## src/pkg/lcc_pkg.sv

```systemverilog
// Constants, types and register map of the logic cell control slice.
// Assumes an AHB-Lite bus with 32-bit words and one aligned word per register.
package lcc_pkg;

	// Register byte offsets
	localparam logic [7:0] OFS_CELL_CONTROL = 8'h00;
	localparam logic [7:0] OFS_OUTPUT_POL = 8'h04;
	localparam logic [7:0] OFS_IRQ_STATUS = 8'h08;
	localparam logic [7:0] OFS_IRQ_CLEAR = 8'h0c;
	localparam logic [7:0] OFS_IRQ_ENABLE = 8'h10;

	// Field positions of cell_control
	localparam int POS_ENABLE = 7;
	localparam int POS_OUT_STATUS = 5;
	localparam int POS_RISE_IE = 4;
	localparam int POS_FALL_IE = 3;
	localparam int POS_FUNC_LSB = 0;
	// Field position of output_invert in the polarity register
	localparam int POS_OUTPUT_INVERT = 7;
	// Field position of cell_irq_flag in status, clear and enable registers
	localparam int POS_IRQ_FLAG = 0;

	// Reset values
	localparam logic RST_ENABLE = 1'h0;
	localparam logic RST_RISE_IE = 1'h0;
	localparam logic RST_FALL_IE = 1'h0;
	localparam logic [2:0] RST_FUNC = 3'h0;
	localparam logic RST_OUTPUT_INVERT = 1'h0;
	localparam logic RST_IRQ_ENABLE = 1'h0;

	localparam int GATE_COUNT = 4;

	typedef enum logic [2:0] {
		LCC_AND_OR = 3'h0,
		LCC_OR_XOR = 3'h1,
		LCC_AND4 = 3'h2,
		LCC_SR_LATCH = 3'h3,
		LCC_DFF_SR = 3'h4,
		LCC_DFF2_R = 3'h5,
		LCC_JK_R = 3'h6,
		LCC_LATCH_SR = 3'h7
	} lcc_func_t;

	typedef struct packed {
		logic enable;
		logic rise_ie;
		logic fall_ie;
		lcc_func_t func;
	} lcc_ctrl_t;

	// Bus data phase, one-hot
	typedef enum logic [3:0] {
		LCC_BUS_IDLE = 4'h1,
		LCC_BUS_WR = 4'h2,
		LCC_BUS_RD_WAIT = 4'h4,
		LCC_BUS_RD_DONE = 4'h8
	} lcc_bus_t;

endpackage : lcc_pkg

```

## src/lcc_cell.sv

```systemverilog
// Logic cell with its control, polarity, interrupt and AHB-Lite register slave.
// Assumes gate inputs arrive asynchronously from pins or other peripherals.
//
// Contract
// - Enable 1: cell active, combines selected inputs by the chosen function.
// - Enable 0: cell disabled, output held at constant zero.
// - Output status bit is read-only, shows cell output after inversion.
// - Rising enable 1: flag set on each low-to-high edge of cell output.
// - Falling enable set: flag set on each high-to-low edge of cell output.
// - Edge enable 0 blocks that direction from setting the flag.
// - Three-bit function select chooses the cell's logic or storage function.
// - Code 100: one-input D flip-flop with set and reset.
// - Unimplemented control bits ignore writes and read zero.
// - Output invert 1 inverts cell output; 0 passes it unchanged.
`timescale 1ns/1ps
`default_nettype none

module lcc_cell (
	// Clock and reset
	input wire logic hclk,
	input wire logic hresetn,
	// AHB-Lite slave
	input wire logic hsel,
	input wire logic [31:0] haddr,
	input wire logic [1:0] htrans,
	input wire logic hwrite,
	input wire logic [2:0] hsize,
	input wire logic [31:0] hwdata,
	input wire logic hready,
	output logic [31:0] hrdata,
	output logic hreadyout,
	output logic hresp,
	// Cell gate inputs, asynchronous
	input wire logic [3:0] gate_in,
	// Cell output and interrupt
	output logic cell_out,
	output logic irq
);

	function automatic logic hit(input logic [7:0] a, input logic [7:0] ofs);
		hit = (a == ofs);
	endfunction : hit

	lcc_pkg::lcc_ctrl_t ctrl;
	logic output_invert;
	logic cell_irq_flag;
	logic irq_enable;
	lcc_pkg::lcc_bus_t bus_state;
	lcc_pkg::lcc_bus_t next_bus_state;
	logic [7:0] dp_addr;
	logic accept;

	// Gate input synchronisers
	logic [3:0] gate_meta;
	logic [3:0] gate;
	logic g1_prev;

	genvar gi;
	generate
		for (gi = 0; gi < lcc_pkg::GATE_COUNT; gi++) begin : g_sync
			always_ff @(posedge hclk or negedge hresetn) begin
				if (!hresetn) begin
					gate_meta[gi] <= 1'h0;
					gate[gi] <= 1'h0;
				end else begin
					gate_meta[gi] <= gate_in[gi];
					gate[gi] <= gate_meta[gi];
				end
			end
		end
	endgenerate

	always_ff @(posedge hclk or negedge hresetn) begin
		if (!hresetn) begin
			g1_prev <= 1'h0;
		end else begin
			g1_prev <= gate[0];
		end
	end

	// Bus data phase tracking
	assign accept = hsel && hready && htrans[1];

	always_comb begin
		next_bus_state = lcc_pkg::LCC_BUS_IDLE;
		case (bus_state)
			lcc_pkg::LCC_BUS_RD_WAIT: begin
				next_bus_state = lcc_pkg::LCC_BUS_RD_DONE;
			end
			lcc_pkg::LCC_BUS_IDLE, lcc_pkg::LCC_BUS_WR, lcc_pkg::LCC_BUS_RD_DONE: begin
				if (accept) begin
					next_bus_state = hwrite ? lcc_pkg::LCC_BUS_WR : lcc_pkg::LCC_BUS_RD_WAIT;
				end
			end
			default: begin
				next_bus_state = lcc_pkg::LCC_BUS_IDLE;
			end
		endcase
	end

	always_ff @(posedge hclk or negedge hresetn) begin
		if (!hresetn) begin
			bus_state <= lcc_pkg::LCC_BUS_IDLE;
			dp_addr <= 8'h00;
		end else begin
			bus_state <= next_bus_state;
			if (accept) begin
				dp_addr <= haddr[7:0];
			end
		end
	end

	// One wait state on reads so a read right after a write sees the new value
	assign hreadyout = (bus_state != lcc_pkg::LCC_BUS_RD_WAIT);
	assign hresp = 1'h0;

	logic wr_en;
	assign wr_en = (bus_state == lcc_pkg::LCC_BUS_WR);

	// Control, polarity and interrupt enable registers
	always_ff @(posedge hclk or negedge hresetn) begin
		if (!hresetn) begin
			ctrl.enable <= lcc_pkg::RST_ENABLE;
			ctrl.rise_ie <= lcc_pkg::RST_RISE_IE;
			ctrl.fall_ie <= lcc_pkg::RST_FALL_IE;
			ctrl.func <= lcc_pkg::lcc_func_t'(lcc_pkg::RST_FUNC);
		end else if (wr_en && hit(dp_addr, lcc_pkg::OFS_CELL_CONTROL)) begin
			// Bits 6 and 5 are not stored
			ctrl.enable <= hwdata[lcc_pkg::POS_ENABLE];
			ctrl.rise_ie <= hwdata[lcc_pkg::POS_RISE_IE];
			ctrl.fall_ie <= hwdata[lcc_pkg::POS_FALL_IE];
			ctrl.func <= lcc_pkg::lcc_func_t'(hwdata[lcc_pkg::POS_FUNC_LSB +: 3]);
		end
	end

	always_ff @(posedge hclk or negedge hresetn) begin
		if (!hresetn) begin
			output_invert <= lcc_pkg::RST_OUTPUT_INVERT;
			irq_enable <= lcc_pkg::RST_IRQ_ENABLE;
		end else if (wr_en) begin
			if (hit(dp_addr, lcc_pkg::OFS_OUTPUT_POL)) begin
				output_invert <= hwdata[lcc_pkg::POS_OUTPUT_INVERT];
			end
			if (hit(dp_addr, lcc_pkg::OFS_IRQ_ENABLE)) begin
				irq_enable <= hwdata[lcc_pkg::POS_IRQ_FLAG];
			end
		end
	end

	// Cell function
	logic set_in;
	logic rst_in;
	logic clk_rise;
	logic q;
	logic next_q;
	logic raw;
	logic next_cell_out;

	assign clk_rise = gate[0] && !g1_prev;

	always_comb begin
		set_in = gate[3];
		rst_in = gate[2];
		next_q = q;
		raw = q;
		case (ctrl.func)
			lcc_pkg::LCC_AND_OR: begin
				raw = (gate[0] & gate[1]) | (gate[2] & gate[3]);
				next_q = 1'h0;
			end
			lcc_pkg::LCC_OR_XOR: begin
				raw = (gate[0] | gate[1]) ^ (gate[2] | gate[3]);
				next_q = 1'h0;
			end
			lcc_pkg::LCC_AND4: begin
				raw = &gate;
				next_q = 1'h0;
			end
			lcc_pkg::LCC_SR_LATCH: begin
				set_in = gate[0] | gate[1];
				rst_in = gate[2] | gate[3];
				if (rst_in) begin
					next_q = 1'h0;
				end else if (set_in) begin
					next_q = 1'h1;
				end
			end
			lcc_pkg::LCC_DFF_SR: begin
				if (rst_in) begin
					next_q = 1'h0;
				end else if (set_in) begin
					next_q = 1'h1;
				end else if (clk_rise) begin
					next_q = gate[1];
				end
			end
			lcc_pkg::LCC_DFF2_R: begin
				if (rst_in) begin
					next_q = 1'h0;
				end else if (clk_rise) begin
					next_q = gate[1] & gate[3];
				end
			end
			lcc_pkg::LCC_JK_R: begin
				if (rst_in) begin
					next_q = 1'h0;
				end else if (clk_rise) begin
					case ({gate[1], gate[3]})
						2'h1: next_q = 1'h0;
						2'h2: next_q = 1'h1;
						2'h3: next_q = !q;
						default: next_q = q;
					endcase
				end
			end
			lcc_pkg::LCC_LATCH_SR: begin
				if (rst_in) begin
					next_q = 1'h0;
				end else if (set_in) begin
					next_q = 1'h1;
				end else if (gate[0]) begin
					next_q = gate[1];
				end
			end
			default: begin
				next_q = 1'h0;
			end
		endcase
		if (!ctrl.enable) begin
			next_q = 1'h0;
		end
	end

	// Storage element of the sequential functions
	always_ff @(posedge hclk or negedge hresetn) begin
		if (!hresetn) begin
			q <= 1'h0;
		end else begin
			q <= next_q;
		end
	end

	// Polarity applied to an active cell; a disabled cell drives zero
	assign next_cell_out = ctrl.enable ? (raw ^ output_invert) : 1'h0;

	always_ff @(posedge hclk or negedge hresetn) begin
		if (!hresetn) begin
			cell_out <= 1'h0;
		end else begin
			cell_out <= next_cell_out;
		end
	end

	// Edge interrupt flag
	logic out_prev;
	logic flag_set;
	logic flag_clr;

	always_ff @(posedge hclk or negedge hresetn) begin
		if (!hresetn) begin
			out_prev <= 1'h0;
		end else begin
			out_prev <= cell_out;
		end
	end

	assign flag_set = (ctrl.rise_ie && cell_out && !out_prev)
		|| (ctrl.fall_ie && !cell_out && out_prev);
	assign flag_clr = wr_en && hit(dp_addr, lcc_pkg::OFS_IRQ_CLEAR)
		&& hwdata[lcc_pkg::POS_IRQ_FLAG];

	// Set wins over a clear in the same cycle
	always_ff @(posedge hclk or negedge hresetn) begin
		if (!hresetn) begin
			cell_irq_flag <= 1'h0;
		end else if (flag_set) begin
			cell_irq_flag <= 1'h1;
		end else if (flag_clr) begin
			cell_irq_flag <= 1'h0;
		end
	end

	assign irq = cell_irq_flag && irq_enable;

	// Read data, loaded in the wait cycle
	logic [31:0] rd_val;

	always_comb begin
		rd_val = 32'h0000_0000;
		if (hit(dp_addr, lcc_pkg::OFS_CELL_CONTROL)) begin
			rd_val[lcc_pkg::POS_ENABLE] = ctrl.enable;
			rd_val[lcc_pkg::POS_OUT_STATUS] = cell_out;
			rd_val[lcc_pkg::POS_RISE_IE] = ctrl.rise_ie;
			rd_val[lcc_pkg::POS_FALL_IE] = ctrl.fall_ie;
			rd_val[lcc_pkg::POS_FUNC_LSB +: 3] = ctrl.func;
		end else if (hit(dp_addr, lcc_pkg::OFS_OUTPUT_POL)) begin
			rd_val[lcc_pkg::POS_OUTPUT_INVERT] = output_invert;
		end else if (hit(dp_addr, lcc_pkg::OFS_IRQ_STATUS)) begin
			rd_val[lcc_pkg::POS_IRQ_FLAG] = cell_irq_flag;
		end else if (hit(dp_addr, lcc_pkg::OFS_IRQ_ENABLE)) begin
			rd_val[lcc_pkg::POS_IRQ_FLAG] = irq_enable;
		end
	end

	always_ff @(posedge hclk or negedge hresetn) begin
		if (!hresetn) begin
			hrdata <= 32'h0000_0000;
		end else if (bus_state == lcc_pkg::LCC_BUS_RD_WAIT) begin
			hrdata <= rd_val;
		end
	end

endmodule : lcc_cell

`default_nettype wire

```

## config.mk

```make
export PLATFORM = sky130hd
export DESIGN_NAME = lcc_cell
export DESIGN_NICKNAME = d
export VERILOG_FILES = /design/src/pkg/lcc_pkg.sv /design/src/lcc_cell.sv
export SDC_FILE = /design/constraint.sdc
export NUM_CORES = 1
export LEC_CHECK = 0
export BUFFER_PORTS_ARGS = -buffer_cell sky130_fd_sc_hd__buf_2
export CAP_MARGIN = 10
export CORE_MARGIN = 2
export CORE_UTILIZATION = 30
export CTS_BUF_LIST = sky130_fd_sc_hd__clkbuf_16
export DETAILED_ROUTE_END_ITERATION = 10
export PLACE_DENSITY_LB_ADDON = 0.1
export SYNTH_ARGS = -nofsm -noshare
export SYNTH_HDL_FRONTEND = slang
export SYNTH_SLANG_ARGS = --single-unit
```

## constraint.sdc

```tcl
create_clock -name hclk -period 3.6 [get_ports hclk]
set_input_delay 0.54 -clock hclk [delete_from_list [all_inputs] [get_ports hclk]]
set_output_delay 0.54 -clock hclk [all_outputs]
set_load 0.1 [all_outputs]
```

# --- Yosys cells after proc, flatten, opt, wreduce, memory -nomap -nowiden ---
# Cells that the tools add are included.
totals:
  output_inout_bits: 36
  regBits: 40
  input_bits: 78
  wordCells: 109
op_classes:
  muxes: 29
  bitwise_logic: 8
  n_reduce_logical: 25
  eq_ne: 25
op_table:
  columns: ["op", "n"]
  rows:
  - ["1-bit two-way mux", 22]
  - ["8-bit by 4-bit equality test with 1-bit output (second input constant)", 2]
  - ["3-bit equality test (second input constant)", 4]
  - ["4-bit != test (second input constant)", 3]
  - ["1-bit logical AND", 11]
  - ["5-bit != test (second input constant)", 2]
  - ["8-bit by 3-bit equality test with 1-bit output (second input constant)", 1]
  - ["8-bit by 5-bit equality test with 1-bit output (second input constant)", 1]
  - ["8-bit logical NOT", 1]
  - ["4-bit case mux with 2 select lines", 1]
  - ["3-bit by 2-bit equality test with 1-bit output (second input constant)", 2]
  - ["3-bit two-way mux", 2]
  - ["6-bit != test (second input constant)", 1]
  - ["1-bit case mux with 3 select lines", 2]
  - ["1-bit case mux with 6 select lines", 1]
  - ["6-bit AND reduction", 1]
  - ["3-bit OR reduction", 2]
  - ["5-bit two-way mux", 1]
  - ["2-bit equality test (second input constant)", 2]
  - ["4-bit by 1-bit equality test with 1-bit output (second input constant)", 1]
  - ["4-bit by 2-bit equality test with 1-bit output (second input constant)", 1]
  - ["4-bit by 3-bit equality test with 1-bit output (second input constant)", 1]
  - ["4-bit equality test (second input constant)", 1]
  - ["1-bit logical NOT", 4]
  - ["other kinds (11)", 17]

# --- Logic depth before layout (Yosys ltp) ---
depth:
  ltp_word: 7
  ltp_mapped: 6
  depth_no_buf: 5

# --- Worst setup path before layout ---
# OpenSTA, ideal clock, no wires.
synth_timing:
  path_type: "register to output"
  start: "reg bus_state[1]"
  end: "out hreadyout"
  path_buffers: 1
  path_slack_ns: 1.758
  t_required_ns: 3.060
  arrival_time_ns: 1.302
  path_stages_with_launch: 3
  cell_sequence: "dfrtp_1 -> or4b_4 -> buf_2"
synth_via:
  elab_chain_len: 1
synth_lines:
  columns: ["element", "line", "source"]
  rows:
  - ["start, declared", "lcc_cell.sv:48", "lcc_pkg::lcc_bus_t bus_state;"]
  - ["start signal, assigned", "lcc_cell.sv:103", "bus_state <= lcc_pkg::LCC_BUS_IDLE;"]
  - ["start signal, assigned", "lcc_cell.sv:106", "bus_state <= next_bus_state;"]
  - ["4-bit by 3-bit != test with 1-bit output", "lcc_cell.sv:114", "assign hreadyout = (bus_state != lcc_pkg::LCC_BUS_RD_WAIT);"]
  - ["end, declared", "lcc_cell.sv:31", "output logic hreadyout,"]
# No other way between the ends.

# --- Worst setup path in the final report ---
# Ends and elaborated chain as after synthesis.

==> impl_metrics.py <==
metrics = {
    "placed_design": {
        "dpl.hpwl_mm": 2.636,
        "gp_congestion": 0.6640,
        "port_buffers": 33,
        "dp.cells": 270,
    },
    "clock_tree": {
        "numCtsBuffers": 5,
        "cts_setup_buffers": 0,
        "h-tree-depth": 2,
        "root_buffer": "clkbuf_16",
        "hold_buffers": 0,
        "path_clk_slew_ns": 0.06,
        "cts_tree": "built",
        "cts_resized": 0,
        "clock_sinks": 40,
        "cts_buffer_depth": 2,
        "clock_latency_ns": 0.28,
    },
    "sta": {
        "period_share_pct": 62.48,
        "fin_skew_ns": 0.005886,
        "finalCriticalPeriod_ns": 2.249,
        "worstMarginPinSlew_ns": 0.8868,
        "setup_tns_ns": 0,
        "slew_headroom_pct": 40.88,
        "setup_viol": 0,
        "maxSlewViolCount": 0,
        "fmax_ghz": 0.4446,
        "hold_viol_final": 0,
        "rsz0062_at_grt": "false",
    },
    "logic_synthesis": {
        "synth.avg_cell_area_um2": 11.75,
        "synth-seq-cells": 40,
        "ys_warn_count": 0,
        "yosysSeqAreaShare_pct": 51.38,
        "synth-main-ff-cell": "dfrtp_1",
        "synth_top_cell_by_area": "dfrtp_1",
        "synth_enable_flop_cells": 0,
        "synth_area_um2": 1951,
        "synth_cells": 166,
        "synth_top_area_share_pct": 50.03,
        "async_flop_share_pct": 100.0,
        "synth_area_leaders": "dfrtp_1, buf_4, mux2_2, a22o_1, nand2b_1",
        "synth_cell_types": 44,
    },
    "worst_setup_path": {
        "start_kind": "register",
        "crit_path_top_delay_cell": "or4b_4",
        "required_ns": 3.06,
        "cp-end-kind": "primary output",
        "critPathMaxStageDelay_ns": 0.65,
        "cp.arrival_ns": 1.71,
        "r2r_slack_ns": 1.72,
        "path_max_fanout": 12,
        "path_cells": "or4b_4 -> buf_2",
        "crit_type": "reg2out",
    },
    "final_layout": {
        "final_cell_mix": "dfrtp_1, buf_2, conb_1, mux2_2, nor2_1",
        "area_growth_pct": 15.46,
        "instances_no_fill": 278,
        "post_route_cells_drive_above_1_share_pct": 32.84,
        "fin_nets": 278,
        "final_common_cell": "dfrtp_1",
        "utilization_pct": 35.67,
        "antenna_cells": 0,
    },
    "floorplanning": {
        "ios": 114,
        "die_area_um2": 7163,
        "start_util_pct": 30.90,
        "rows": 29,
        "chipHeight_um": 84.64,
        "die_x_um": 84.64,
        "coreArea_um2": 6314,
    },
    "global_route": {
        "grt.overflow.total": 0,
        "track_usage_pct": 10.55,
        "grt_pass1_vias": 1249,
        "antenna_found_initial": 0,
        "grt_max_degree": 41,
        "grt_first_pass_wirelength_mm": 5.927,
    },
    "routing": {
        "wl_mm": 3.488,
        "ant_nets": 0,
        "wl_per_cell_um": 12.55,
        "viasPerCell": 4.547,
        "dr.pass1.iters": 4,
        "drc": 0,
        "drtIter0Drc": 44,
        "vias": 1264,
    },
    "pwr": {
        "p_per_area_nw_per_um2": 538.5,
        "ir_worst_vdd_v": 0.0002766,
        "p_leak_nw": 1.051,
    },
    "outcome": {
        "status": "finished, final reports clean",
    },
    "hold_path": {
        "hp-class": "reg2reg",
    },
    "job": {
        "cap_violations": 0,
    },
}
## layout make-up
class / instances / area, um^2
sequential: 40 / 1002
clock inverter: 3 / 37.54
tap: 77 / 96.34
clock buffer: 5 / 125.1
timing repair buffer: 33 / 165.2
fill: 635 / 4061
multi-input combinational: 116 / 810.8
inverter: 4 / 15.01
## power by group
part	leakage (nW)	switching, mW	total (mW)	internal, mW
combinational	0.478	0.170	0.217	0.0472
clock	0.0789	0.161	0.483	0.322
sequential	0.494	0.0327	0.513	0.480
total	1.05	0.364	1.21	0.849
## metrics by stage
step | hold WS (ns) | area, um^2 | setup slack, ns | total power, mW
2_1_floorplan | 0.2444 | 2044 | 1.758 | 0.7219
3_3_place_gp | 0.3314 | 2090 | 1.657 | 0.7346
3_5_place_dp | 0.3395 | 2090 | 1.647 | 0.7400
4_1_cts | 0.3534 | 2252 | 1.343 | 1.233
5_1_grt | 0.3559 | 2252 | 1.300 | 1.268
6_report | 0.3508 | 2252 | 1.351 | 1.213
## worst paths after layout
path                                       to  cells after the start         start
worst max-delay path                hreadyout                      2  bus_state[1]
worst min-delay path                  gate[3]                      0  gate_meta[3]
worst max register to register  output_invert                      5  bus_state[3]
worst min register to register        gate[3]                      0  gate_meta[3]
max in group asynchronous             ctrl[3]                      1       hresetn
min in group asynchronous             g1_prev                      1       hresetn
## cell usage after synthesis, drive strengths merged (3+ instances only)
| cell | instances |
|---|---|
| clkbuf | 3 |
| dfrtp | 39 |
| o41ai | 3 |
| inv | 4 |
| a21oi | 3 |
| buf | 28 |
| nand2 | 8 |
| mux2i | 3 |
| mux2 | 16 |
| nor2 | 9 |
| o21ai | 4 |
| nand2b | 7 |
| a22o | 5 |
## flip-flops by register name, indices dropped and copies added, names as in the netlist, 4 cells and up
name,count
ctrl,6
gate,4
bus_state,4
dp_addr,8
hrdata,7
gate_meta,4
## worst max-delay path, delay by kind of cell (launching register included)
kind	cells	cell delay (ns)
AND/OR/NAND/NOR	1	0.65
buffers and inverters	1	0.34
flip-flops	1	0.44
## routing by layer
metal | GRT usage [%] | up-vias | wire, um
met5 | 0 | - | 0
met4 | 3.463 | 0 | 35
met3 | 3.835 | 4 | 278
met2 | 17.39 | 58 | 1682
met1 | 12.84 | 603 | 1491
li1 | - | 599 | -
## cells by family (layout without fill, tap and decap cells)
kind of cell | count (synthesis) | after routing | share of synthesized area, %
compound gates | 29 | 29 | 11.74
other cells | 1 | 26 | 0.1922
mux | 19 | 19 | 10.78
buf+inv | 35 | 45 | 11.87
xor+xnor | 2 | 2 | 0.8982
simple gates | 40 | 40 | 13.15
flops | 40 | 40 | 51.38
(Power assumes the default switching activity.)
